--- src/hw/dtd_map.vh ---
`ifndef DTD_MAP_VH
`define DTD_MAP_VH

// First-byte opcodes
`define DTD_OPC_SEG_LOAD      8'h8e
`define DTD_OPC_SEG_STORE     8'h8c
`define DTD_OPC_TABLE_XLT     8'hd7
`define DTD_OPC_EA_LOAD       8'h8d
`define DTD_OPC_FAR_DATA      8'hc5
`define DTD_OPC_FAR_EXTRA     8'hc4
`define DTD_OPC_FLAGS_TO_ACC  8'h9f
`define DTD_OPC_ACC_TO_FLAGS  8'h9e
// Upper seven bits of the width-bit move forms
`define DTD_OPC_MOV_TO_RM     7'h44
`define DTD_OPC_MOV_TO_REG    7'h45
`define DTD_OPC_HI            7
`define DTD_OPC_TOP_LO        1

// Second-byte fields, plus the width bit of the first byte
`define DTD_MOD_HI            7
`define DTD_MOD_LO            6
`define DTD_MOD_REG           2'h3
`define DTD_REG_HI            5
`define DTD_REG_LO            3
`define DTD_WIDTH_BIT         0
`define DTD_REG_NONE          3'h0

// Class vector, one bit per recognised form
`define DTD_CLS_W             10
`define DTD_CLS_SEG_LOAD      0
`define DTD_CLS_SEG_STORE     1
`define DTD_CLS_TABLE_XLT     2
`define DTD_CLS_EA_LOAD       3
`define DTD_CLS_FAR_DATA      4
`define DTD_CLS_FAR_EXTRA     5
`define DTD_CLS_FLAGS_TO_ACC  6
`define DTD_CLS_ACC_TO_FLAGS  7
`define DTD_CLS_MOV_TO_RM     8
`define DTD_CLS_MOV_TO_REG    9
`define DTD_CLS_NONE          10'h000

// Clock counts
`define DTD_CNT_W             6
`define DTD_CNT_NONE          6'h00
`define DTD_CNT_REG_MOVE      6'h02
`define DTD_CNT_SEG_LOAD_WB   6'h09
`define DTD_CNT_SEG_LOAD_NB   6'h0d
`define DTD_CNT_SEG_STORE_WB  6'h0b
`define DTD_CNT_SEG_STORE_NB  6'h0f
`define DTD_CNT_XLT_WB        6'h0b
`define DTD_CNT_XLT_NB        6'h0f
`define DTD_CNT_EA_LOAD       6'h06
`define DTD_CNT_FAR_WB        6'h12
`define DTD_CNT_FAR_NB        6'h1a
`define DTD_CNT_FLAGS_TO_ACC  6'h02
`define DTD_CNT_ACC_TO_FLAGS  6'h03
`define DTD_CNT_MOV_TO_RM_MEM 6'h0c
`define DTD_CNT_MOV_TO_REG_MEM 6'h09
`define DTD_CNT_WORD_PENALTY  6'h04

`endif

--- src/hw/dtd_decode.v ---
`include "dtd_map.vh"

// Functional notes
// - 8e plus mod byte: load segment register, 2 reg / 9 wide, 13 narrow.
// - 8c plus mod byte: store segment register, 2 reg / 11 wide, 15 narrow.
// - d7: table translate of accumulator low byte, 11 wide, 15 narrow.
// - 8d: write effective address into register, 6 clocks on both buses.
// - c5: far pointer into register and data segment, memory only, 18/26.
// - c4: far pointer into register and extra segment, memory only, 18/26.
// - 9f: flags copied into accumulator high byte, 2 clocks.
// - 9e: accumulator high byte copied into flags, 3 clocks.
// - Narrow bus: marked counts are byte; word memory transfer adds 4 clocks.
module dtd_decode (
  input  wire                    sys_clk,        // Processor clock
  input  wire                    rstn,           // Async reset, active low
  input  wire                    clk_en,         // Freezes all state while low
  input  wire                    op_valid,       // Instruction bytes present
  input  wire [7:0]              op_byte0,       // First opcode byte
  input  wire [7:0]              op_byte1,       // Mode/register/operand byte
  input  wire                    narrow_bus_pin, // Pin: high selects narrow bus
  output reg                     dec_valid,      // Decode result strobe, follows op_valid one enabled edge late
  output reg                     dec_known,      // Opcode belongs to this group
  output reg  [`DTD_CLS_W-1:0]   dec_class,      // One-hot form of instruction
  output reg  [`DTD_CNT_W-1:0]   dec_clocks,     // Minimum execution clocks
  output reg                     mem_operand,    // Operand is in memory
  output reg                     word_operand,   // Operand is 16 bits wide
  output reg                     illegal_form,   // Far load with register operand
  output reg  [2:0]              reg_field,      // Register select field
  output reg                     writes_acc_low, // accumulator_low_byte updated
  output reg                     writes_acc_high,// accumulator_high_byte updated
  output reg                     writes_flags,   // Flags updated
  output reg                     writes_seg,     // A segment register is loaded
  output reg                     narrow_bus      // Synchronised bus width
);

  // Bus width strap arrives from a pin; two stages before use.
  // A strap change reaches the count choice only two enabled edges later.
  reg nb_meta;

  always @(posedge sys_clk or negedge rstn) begin
    if (!rstn) begin
      nb_meta    <= 1'b0;
      narrow_bus <= 1'b0;
    end else if (clk_en) begin
      nb_meta    <= narrow_bus_pin;
      narrow_bus <= nb_meta;
    end
  end

  wire [1:0] mod_f  = op_byte1[`DTD_MOD_HI:`DTD_MOD_LO];
  wire       is_mem = (mod_f != `DTD_MOD_REG);
  wire       w_bit  = op_byte0[`DTD_WIDTH_BIT];
  wire       take   = clk_en && op_valid;

  // Move forms differ only in the width bit, so match the upper seven bits
  wire [6:0] opc_top        = op_byte0[`DTD_OPC_HI:`DTD_OPC_TOP_LO];
  wire       hit_mov_to_rm  = (opc_top == `DTD_OPC_MOV_TO_RM);
  wire       hit_mov_to_reg = (opc_top == `DTD_OPC_MOV_TO_REG);

  reg                  next_known;
  reg [`DTD_CLS_W-1:0] next_class;
  reg [`DTD_CNT_W-1:0] next_clocks;
  reg                  next_mem;
  reg                  next_word;
  reg                  next_illegal;
  reg                  next_acc_low;
  reg                  next_acc_high;
  reg                  next_flags;
  reg                  next_seg;
  reg [`DTD_CNT_W:0]   pen_sum;

  // Figures are minimums: queue starvation and wait states come on top
  always @* begin
    next_known    = 1'b1;
    next_class    = `DTD_CLS_NONE;
    next_clocks   = `DTD_CNT_NONE;
    next_mem      = 1'b0;
    next_word     = 1'b0;
    next_illegal  = 1'b0;
    next_acc_low  = 1'b0;
    next_acc_high = 1'b0;
    next_flags    = 1'b0;
    next_seg      = 1'b0;
    pen_sum       = {1'b0, `DTD_CNT_NONE};

    case (op_byte0)
      `DTD_OPC_SEG_LOAD: begin
        next_class[`DTD_CLS_SEG_LOAD] = 1'b1;
        next_mem  = is_mem;
        next_word = 1'b1;
        next_seg  = 1'b1;
        // Segment counts are already word figures, no penalty on top
        if (!is_mem)
          next_clocks = `DTD_CNT_REG_MOVE;
        else if (narrow_bus)
          next_clocks = `DTD_CNT_SEG_LOAD_NB;
        else
          next_clocks = `DTD_CNT_SEG_LOAD_WB;
      end
      `DTD_OPC_SEG_STORE: begin
        next_class[`DTD_CLS_SEG_STORE] = 1'b1;
        next_mem  = is_mem;
        next_word = 1'b1;
        if (!is_mem)
          next_clocks = `DTD_CNT_REG_MOVE;
        else if (narrow_bus)
          next_clocks = `DTD_CNT_SEG_STORE_NB;
        else
          next_clocks = `DTD_CNT_SEG_STORE_WB;
      end
      `DTD_OPC_TABLE_XLT: begin
        next_class[`DTD_CLS_TABLE_XLT] = 1'b1;
        next_mem     = 1'b1;
        next_acc_low = 1'b1;
        next_clocks  = narrow_bus ? `DTD_CNT_XLT_NB : `DTD_CNT_XLT_WB;
      end
      `DTD_OPC_EA_LOAD: begin
        // Address only, so no memory cycle is counted
        next_class[`DTD_CLS_EA_LOAD] = 1'b1;
        next_word   = 1'b1;
        next_clocks = `DTD_CNT_EA_LOAD;
      end
      `DTD_OPC_FAR_DATA: begin
        next_class[`DTD_CLS_FAR_DATA] = 1'b1;
        next_mem     = is_mem;
        next_word    = 1'b1;
        next_seg     = 1'b1;
        // Register operand is flagged but still costed, so timing stays defined
        next_illegal = !is_mem;
        next_clocks  = narrow_bus ? `DTD_CNT_FAR_NB : `DTD_CNT_FAR_WB;
      end
      `DTD_OPC_FAR_EXTRA: begin
        next_class[`DTD_CLS_FAR_EXTRA] = 1'b1;
        next_mem     = is_mem;
        next_word    = 1'b1;
        next_seg     = 1'b1;
        next_illegal = !is_mem;
        next_clocks  = narrow_bus ? `DTD_CNT_FAR_NB : `DTD_CNT_FAR_WB;
      end
      `DTD_OPC_FLAGS_TO_ACC: begin
        next_class[`DTD_CLS_FLAGS_TO_ACC] = 1'b1;
        next_acc_high = 1'b1;
        next_clocks   = `DTD_CNT_FLAGS_TO_ACC;
      end
      `DTD_OPC_ACC_TO_FLAGS: begin
        next_class[`DTD_CLS_ACC_TO_FLAGS] = 1'b1;
        next_flags  = 1'b1;
        next_clocks = `DTD_CNT_ACC_TO_FLAGS;
      end

      default: begin
        if (hit_mov_to_rm) begin
          next_class[`DTD_CLS_MOV_TO_RM] = 1'b1;
          next_mem    = is_mem;
          next_word   = w_bit;
          next_clocks = is_mem ? `DTD_CNT_MOV_TO_RM_MEM : `DTD_CNT_REG_MOVE;
        end else if (hit_mov_to_reg) begin
          next_class[`DTD_CLS_MOV_TO_REG] = 1'b1;
          next_mem    = is_mem;
          next_word   = w_bit;
          next_clocks = is_mem ? `DTD_CNT_MOV_TO_REG_MEM : `DTD_CNT_REG_MOVE;
        end else begin
          next_known = 1'b0;
        end

        // Only these marked forms carry byte figures on the narrow bus; the
        // sum is one bit wider than the count and trimmed on purpose
        pen_sum = {1'b0, next_clocks} + {1'b0, `DTD_CNT_WORD_PENALTY};
        if (narrow_bus && next_mem && next_word)
          next_clocks = pen_sum[`DTD_CNT_W-1:0];
      end
    endcase
  end

  // Strobe kept apart: it drops after a gap in requests,
  // while the fields below keep their value
  always @(posedge sys_clk or negedge rstn) begin
    if (!rstn) begin
      dec_valid <= 1'b0;
    end else if (clk_en) begin
      dec_valid <= op_valid;
    end
  end

  // Result fields hold between strobes so the consumer may read late
  always @(posedge sys_clk or negedge rstn) begin
    if (!rstn) begin
      dec_known    <= 1'b0;
      dec_class    <= `DTD_CLS_NONE;
      dec_clocks   <= `DTD_CNT_NONE;
      mem_operand  <= 1'b0;
      word_operand <= 1'b0;
      illegal_form <= 1'b0;
      reg_field    <= `DTD_REG_NONE;
    end else if (take) begin
      dec_known    <= next_known;
      dec_class    <= next_class;
      dec_clocks   <= next_clocks;
      mem_operand  <= next_mem;
      word_operand <= next_word;
      illegal_form <= next_illegal;
      reg_field    <= op_byte1[`DTD_REG_HI:`DTD_REG_LO];
    end
  end

  // Register file write enables, same hold rule as the fields
  always @(posedge sys_clk or negedge rstn) begin
    if (!rstn) begin
      writes_acc_low  <= 1'b0;
      writes_acc_high <= 1'b0;
      writes_flags    <= 1'b0;
      writes_seg      <= 1'b0;
    end else if (take) begin
      writes_acc_low  <= next_acc_low;
      writes_acc_high <= next_acc_high;
      writes_flags    <= next_flags;
      writes_seg      <= next_seg;
    end
  end

endmodule // dtd_decode

--- config.mk ---
export PLATFORM = sky130hd
export DESIGN_NAME = dtd_decode
export DESIGN_NICKNAME = d
export VERILOG_FILES = /design/src/hw/dtd_decode.v
export VERILOG_INCLUDE_DIRS = /design/src /design/src/hw
export SDC_FILE = /design/constraint.sdc
export NUM_CORES = 1
export LEC_CHECK = 0
export BUFFER_PORTS_ARGS = -buffer_cell sky130_fd_sc_hd__clkbuf_2
export CORE_UTILIZATION = 35
export DETAILED_ROUTE_END_ITERATION = 7
export PLACE_DENSITY = 0.63
export REMOVE_ABC_BUFFERS = 1
export SYNTH_ARGS = -nofsm -noshare
export SYNTH_HDL_FRONTEND = slang
export SYNTH_SLANG_ARGS = --single-unit
--- constraint.sdc ---
create_clock -name sys_clk -period 1.5 [get_ports sys_clk]
set_input_delay 0.3 -clock sys_clk [delete_from_list [all_inputs] [get_ports sys_clk]]
set_output_delay 0.3 -clock sys_clk [all_outputs]
set_load 0.05 [all_outputs]
# After elaboration in Yosys (flattened, before gate mapping)
# Cells that the tools add are included.
[classes]
n_addsub = 1
eq_ne = 11
n_mux = 36
reduce_logical = 11
[op_table]
columns = ["operator", "n"]
rows = [
  ["== test 8 bit (second input constant)", 8],
  ["one-hot mux 6 bit (7 select lines)", 1],
  ["2-to-1 mux 6 bit", 4],
  ["2-to-1 mux 1 bit", 21],
  ["2-to-1 mux 4 bit", 5],
  ["== test 7 bit (second input constant)", 2],
  ["OR reduction 3 bit", 3],
  ["OR reduction 8 bit", 1],
  ["adder 6 x 3 -> 6 bit (second input constant)", 1],
  ["2-to-1 mux 3 bit", 2],
  ["OR reduction 5 bit", 1],
  ["OR reduction 4 bit", 1],
  ["logical AND 1 bit", 3],
  ["one-hot mux 1 bit (3 select lines)", 1],
  ["2-to-1 mux 2 bit", 1],
  ["inequality test 2 bit (second input constant)", 1],
  ["one-hot mux 1 bit (2 select lines)", 1],
  ["OR reduction 2 bit", 1],
  ["zero test 1 bit", 1],
]
[totals]
register_bits = 30
inputBits = 21

# Logic depth before layout (Yosys ltp)
[depth]
word_depth = 8
mapped_depth = 8

# Worst setup path before layout
# Ideal clock, no wire load.
[synth_path]
path_type = "input -> register"
from = "input op_byte0[4]"
to = "register dec_clocks[2]"
cell_stages = 7
t_arrival_ns = 1.624
path_slack_ns = -0.246
required_ns = 1.377
path_cell_list = "buf_6 -> nor2_1 -> nand3b_1 -> a21oi_1 -> and3_1 -> ha_1 -> o221a_2"
[synth_via]
elab_chain_len = 8
elab_cells_between_ends = 25
[synth_lines]
columns = ["item", "line_no", "text"]
rows = [
  ["from (decl)", "dtd_decode.v:18", "input wire [7:0] op_byte0,"],
  ["parallel branches: the longest is 7 deep, another holds adder 6 x 3 -> 6 bit", "--", ""],
  ["one-hot mux 6 bit (7 select lines) (*)", "dtd_decode.v:86", "case (op_byte0)"],
  ["to (signal assigned)", "dtd_decode.v:190", "dec_clocks <= `DTD_CNT_NONE;"],
  ["to (signal assigned)", "dtd_decode.v:198", "dec_clocks <= next_clocks;"],
  ["to (decl)", "dtd_decode.v:24", "output reg [`DTD_CNT_W-1:0] dec_clocks,"],
]
# Every way passes the cells marked *. The select of a mux whose other input is x is not followed.
# A chain may end at the register's enable or synchronous reset.

# Worst setup path in the final report
[layout_path]
from = "input op_byte0[6]"
to = "register dec_clocks[2]"
# The elaborated chain is that of the path after synthesis.

==> flow_summary_export.csv <==
group,metric,value,unit
sta,finalCritPeriodShare,0.941,
sta,drv_slew,0,
global_routing,grt_max_degree,27,
sta,hold_slack,27.7,ps
final_layout,top_regs,"dec_class: 10 flops, dec_clocks: 5 flops, reg_field: 3 flops",
global_routing,grt_use_total,0.180,
outcome,status,"finished, final reports clean",
cts,cts_buffers,3,
final_layout,fin_nets,253,
yosys,synthTopCellsByArea,"dfrtp_1 (46%), nand2_1 (9.3%), o21ai_0 (3.9%), a21oi_1 (3.6%), o31ai_1 (2.7%)",
placed_design,dp.cells,274,
final_layout,instances_no_fill,278,
pwr,power.density,871,nW/um^2
floorplanning,boundaryPins,50,
sta,finalWorstSetupSlack,88.1,ps
sta,finalSetupViolCount,0,
routing,route.detailed.drc,0,
sta,fin_skew,0.780,ps
floorplanning,row_count,22,
global_routing,grt_pass1_wl,5910,um
routing,drt_iter0_drc,60,
yosys,synth.avg_cell_area,9.01,um^2
yosys,ys.flop_type,"dfrtp_1",
cts,cts_sinks,26,
final_layout,antenna_cells,0,
floorplanning,core_area,3740,um^2
hold_path,hold_path_class,"in -> async",
sta,rsz0062_at_grt,"false",
routing,drt-met1-wl,1710,um
worst_setup_path,arrival,1570,ps
routing,vias,1369,
worst_setup_path,crit_family,"simple AND/OR/NAND/NOR gates",
floorplanning,die_w,65.4,um
yosys,synth_compound_area_frac,0.199,
final_layout,largest_register,"dec_class",
floorplanning,dieArea,4270,um^2
cts,cts_tree,"built",
final_layout,syn_to_final_growth,39.9,%
sta,hold_violations,0,
worst_setup_path,cp_cell_sequence,"clkbuf_2, and3b_1, nand3b_1, a21oi_2, and3_1, ha_1, o221a_2",
global_routing,grt_pass1_vias,1254,
sta,period_needed,1410,ps
placed_design,gp_congestion,0.928,
worst_setup_path,cp.required,1660,ps
routing,viasPerCell,4.92,
sta,finalSetupTns,0,ps
yosys,synth_xor_area_frac,0,
floorplanning,dieHeight,65.4,um
yosys,yosys.area.top_type,"dfrtp_1",
placed_design,place_ws,-252,ps
yosys,synthSimpleGateAreaFrac,0.240,
yosys,yosysWarnings,0,
pwr,leakage,1.01,nW
placed_design,dp_hpwl,2830,um
cts,post-cts-setup-buffers,0,
worst_setup_path,cp_num_buf_inv,1,
job,max_cap_violations,0,
global_routing,antenna_found_initial,0,
yosys,synth_adder_area_share,0.00890,
routing,drt_pass1_iterations,4,
cts,clkTransAtPathRegs,90,ps
yosys,synth_top_family_by_area,"simple AND/OR/NAND/NOR gates",
sta,fmax,0.708,GHz
cts,htreeDepth,1,
floorplanning,start_util,0.375,
routing,top_layer,"met4",
worst_setup_path,crit_path_max_incr_delay,240,ps
cts,clock_latency,260,ps
yosys,yosysSeqAreaShare,0.463,
routing,drt_wl_total,3520,um
yosys,netlist_area,1410,um^2
sta,slew_headroom,0.586,
yosys,ys_ff_latch,26,
yosys,muxShareOfSynthArea,0.0232,
final_layout,largest_reg_flops,10,
worst_setup_path,worstSetupPathType,"in -> reg",
global_routing,grt-ovfl-total,0,
pwr,vdd_ir_drop_max,0.340,mV
worst_setup_path,cp_max_fo,4,
final_layout,nFillCells,378,
yosys,async_reset_ff_frac,1.00,
yosys,synth_top_area_frac,0.463,
cts,cts_max_path_buffers,2,
yosys,synth.distinct_cells,43,
routing,routedWlPerCell,12.6,um
sta,tightest_slew,622,ps
worst_setup_path,endpoint_kind,"register",
worst_setup_path,slowest_stage,"and3b_1",
placed_design,port_buffers,45,
yosys,syn_inst,156,
final_layout,drive_gt1_frac,0.417,
worst_setup_path,startpoint_type,"primary input",
routing,ant_nets,0,
routing,wl_met2,1640,um
yosys,synth_edf_count,0,
routing,wl_met3,130,um
cts,cts-root-buf,"clkbuf_8",
[worst reg2reg max path, cell delays in order, from the launching register on]
cell     delay [ps]
dfrtp_1         390
and3_1          170
ha_1            280
o221a_2         220
[final cells by class]
cell class / instances / area, um^2 / area share
multi-input combinational: 115 / 669 / 0.341
sequential: 26 / 651 / 0.331
timing repair buffer: 82 / 503 / 0.256
tap: 48 / 60.1 / 0.0306
clock buffer: 3 / 41.3 / 0.0210
clock inverter: 1 / 30.0 / 0.0153
inverter: 3 / 11.3 / 0.00573
[kinds of logic (layout without fill, tap and decap cells)]
logic type,count (synthesis),count (layout)
AOI/OAI and AO/OA,42,42
adders and majority gates,1,1
buffers and inverters,15,89
DFF,26,26
muxes,3,3
other,1,1
and+or+nand+nor,68,68
[report_power, final]
group          total, W  internal (W)  switching, W
sequential     0.000752      0.000734     0.0000182
combinational  0.000391      0.000134      0.000257
clock          0.000570      0.000357      0.000213
[cell usage in the layout, fill, tap and decap left out, drive strengths merged]
master	count
clkbuf	48
a31oi	2
o311ai	1
nand2b	2
buf	37
a211o	1
nand3	7
and2b	1
nand4	1
o31ai	5
nand2	35
and4b	1
and3	1
and2	2
mux2	2
nand4b	2
ha	1
nor2	7
nand3b	2
o41ai	1
conb	1
o22a	1
inv	3
or3	2
and3b	3
a31o	1
a32oi	1
o2111a	1
a221oi	1
dfrtp	26
o221a	1
bufinv	1
a21oi	11
mux2i	1
nor3	2
a22o	2
o21ai	13
[path summary, 6_finish.rpt]
check                                          from                         to  slack [ps]  cells past startpoint
hold reg to reg            reg_field[2]$_DFFE_PN0P_   reg_field[2]$_DFFE_PN0P_         480                      2
hold / removal                                 rstn   dec_class[3]$_DFFE_PN0P_          30                      1
setup / recovery                        op_byte0[6]  dec_clocks[2]$_DFFE_PN0P_          90                      7
max in group asynchronous                      rstn        nb_meta$_DFFE_PN0P_        1060                      1
min in group sys_clk                    op_byte1[4]   reg_field[1]$_DFFE_PN0P_         220                      3
setup reg to reg             narrow_bus$_DFFE_PN0P_  dec_clocks[2]$_DFFE_PN0P_         340                      3
[stage by stage]
step / utilization / instance area (um^2) / power (W)
global route: 0.525 / 1970 / 0.00180
floorplan: - / 1330 / 0.000970
detailed placement: 0.505 / 1890 / 0.00116
CTS: 0.524 / 1960 / 0.00174
finish: 0.525 / 1970 / 0.00171
global placement: 0.505 / 1890 / 0.00116
[Yosys cell counts (all sizes together), types with 3 or more instances]
library cell   n
a21oi         11
nand2         35
nand3          7
o21ai         13
o31ai          5
inv            3
clkbuf         4
dfrtp         26
nor2           7
buf            8
and3b          3
[layer usage]
| metal | vias to the layer above | track usage |
|---|---|---|
| met2 | 34 | 0.286 |
| met4 | 0 | 0.0571 |
| met5 | - | 0 |
| li1 | 710 | - |
| met1 | 623 | 0.253 |
| met3 | 2 | 0.0226 |
[what timing repair did]
action	4_1_cts	5_1_grt
hold buffers	0	0
endpoints found under the setup margin	0	2
resized for setup	0	1
Power figures use the tool's default switching activity.
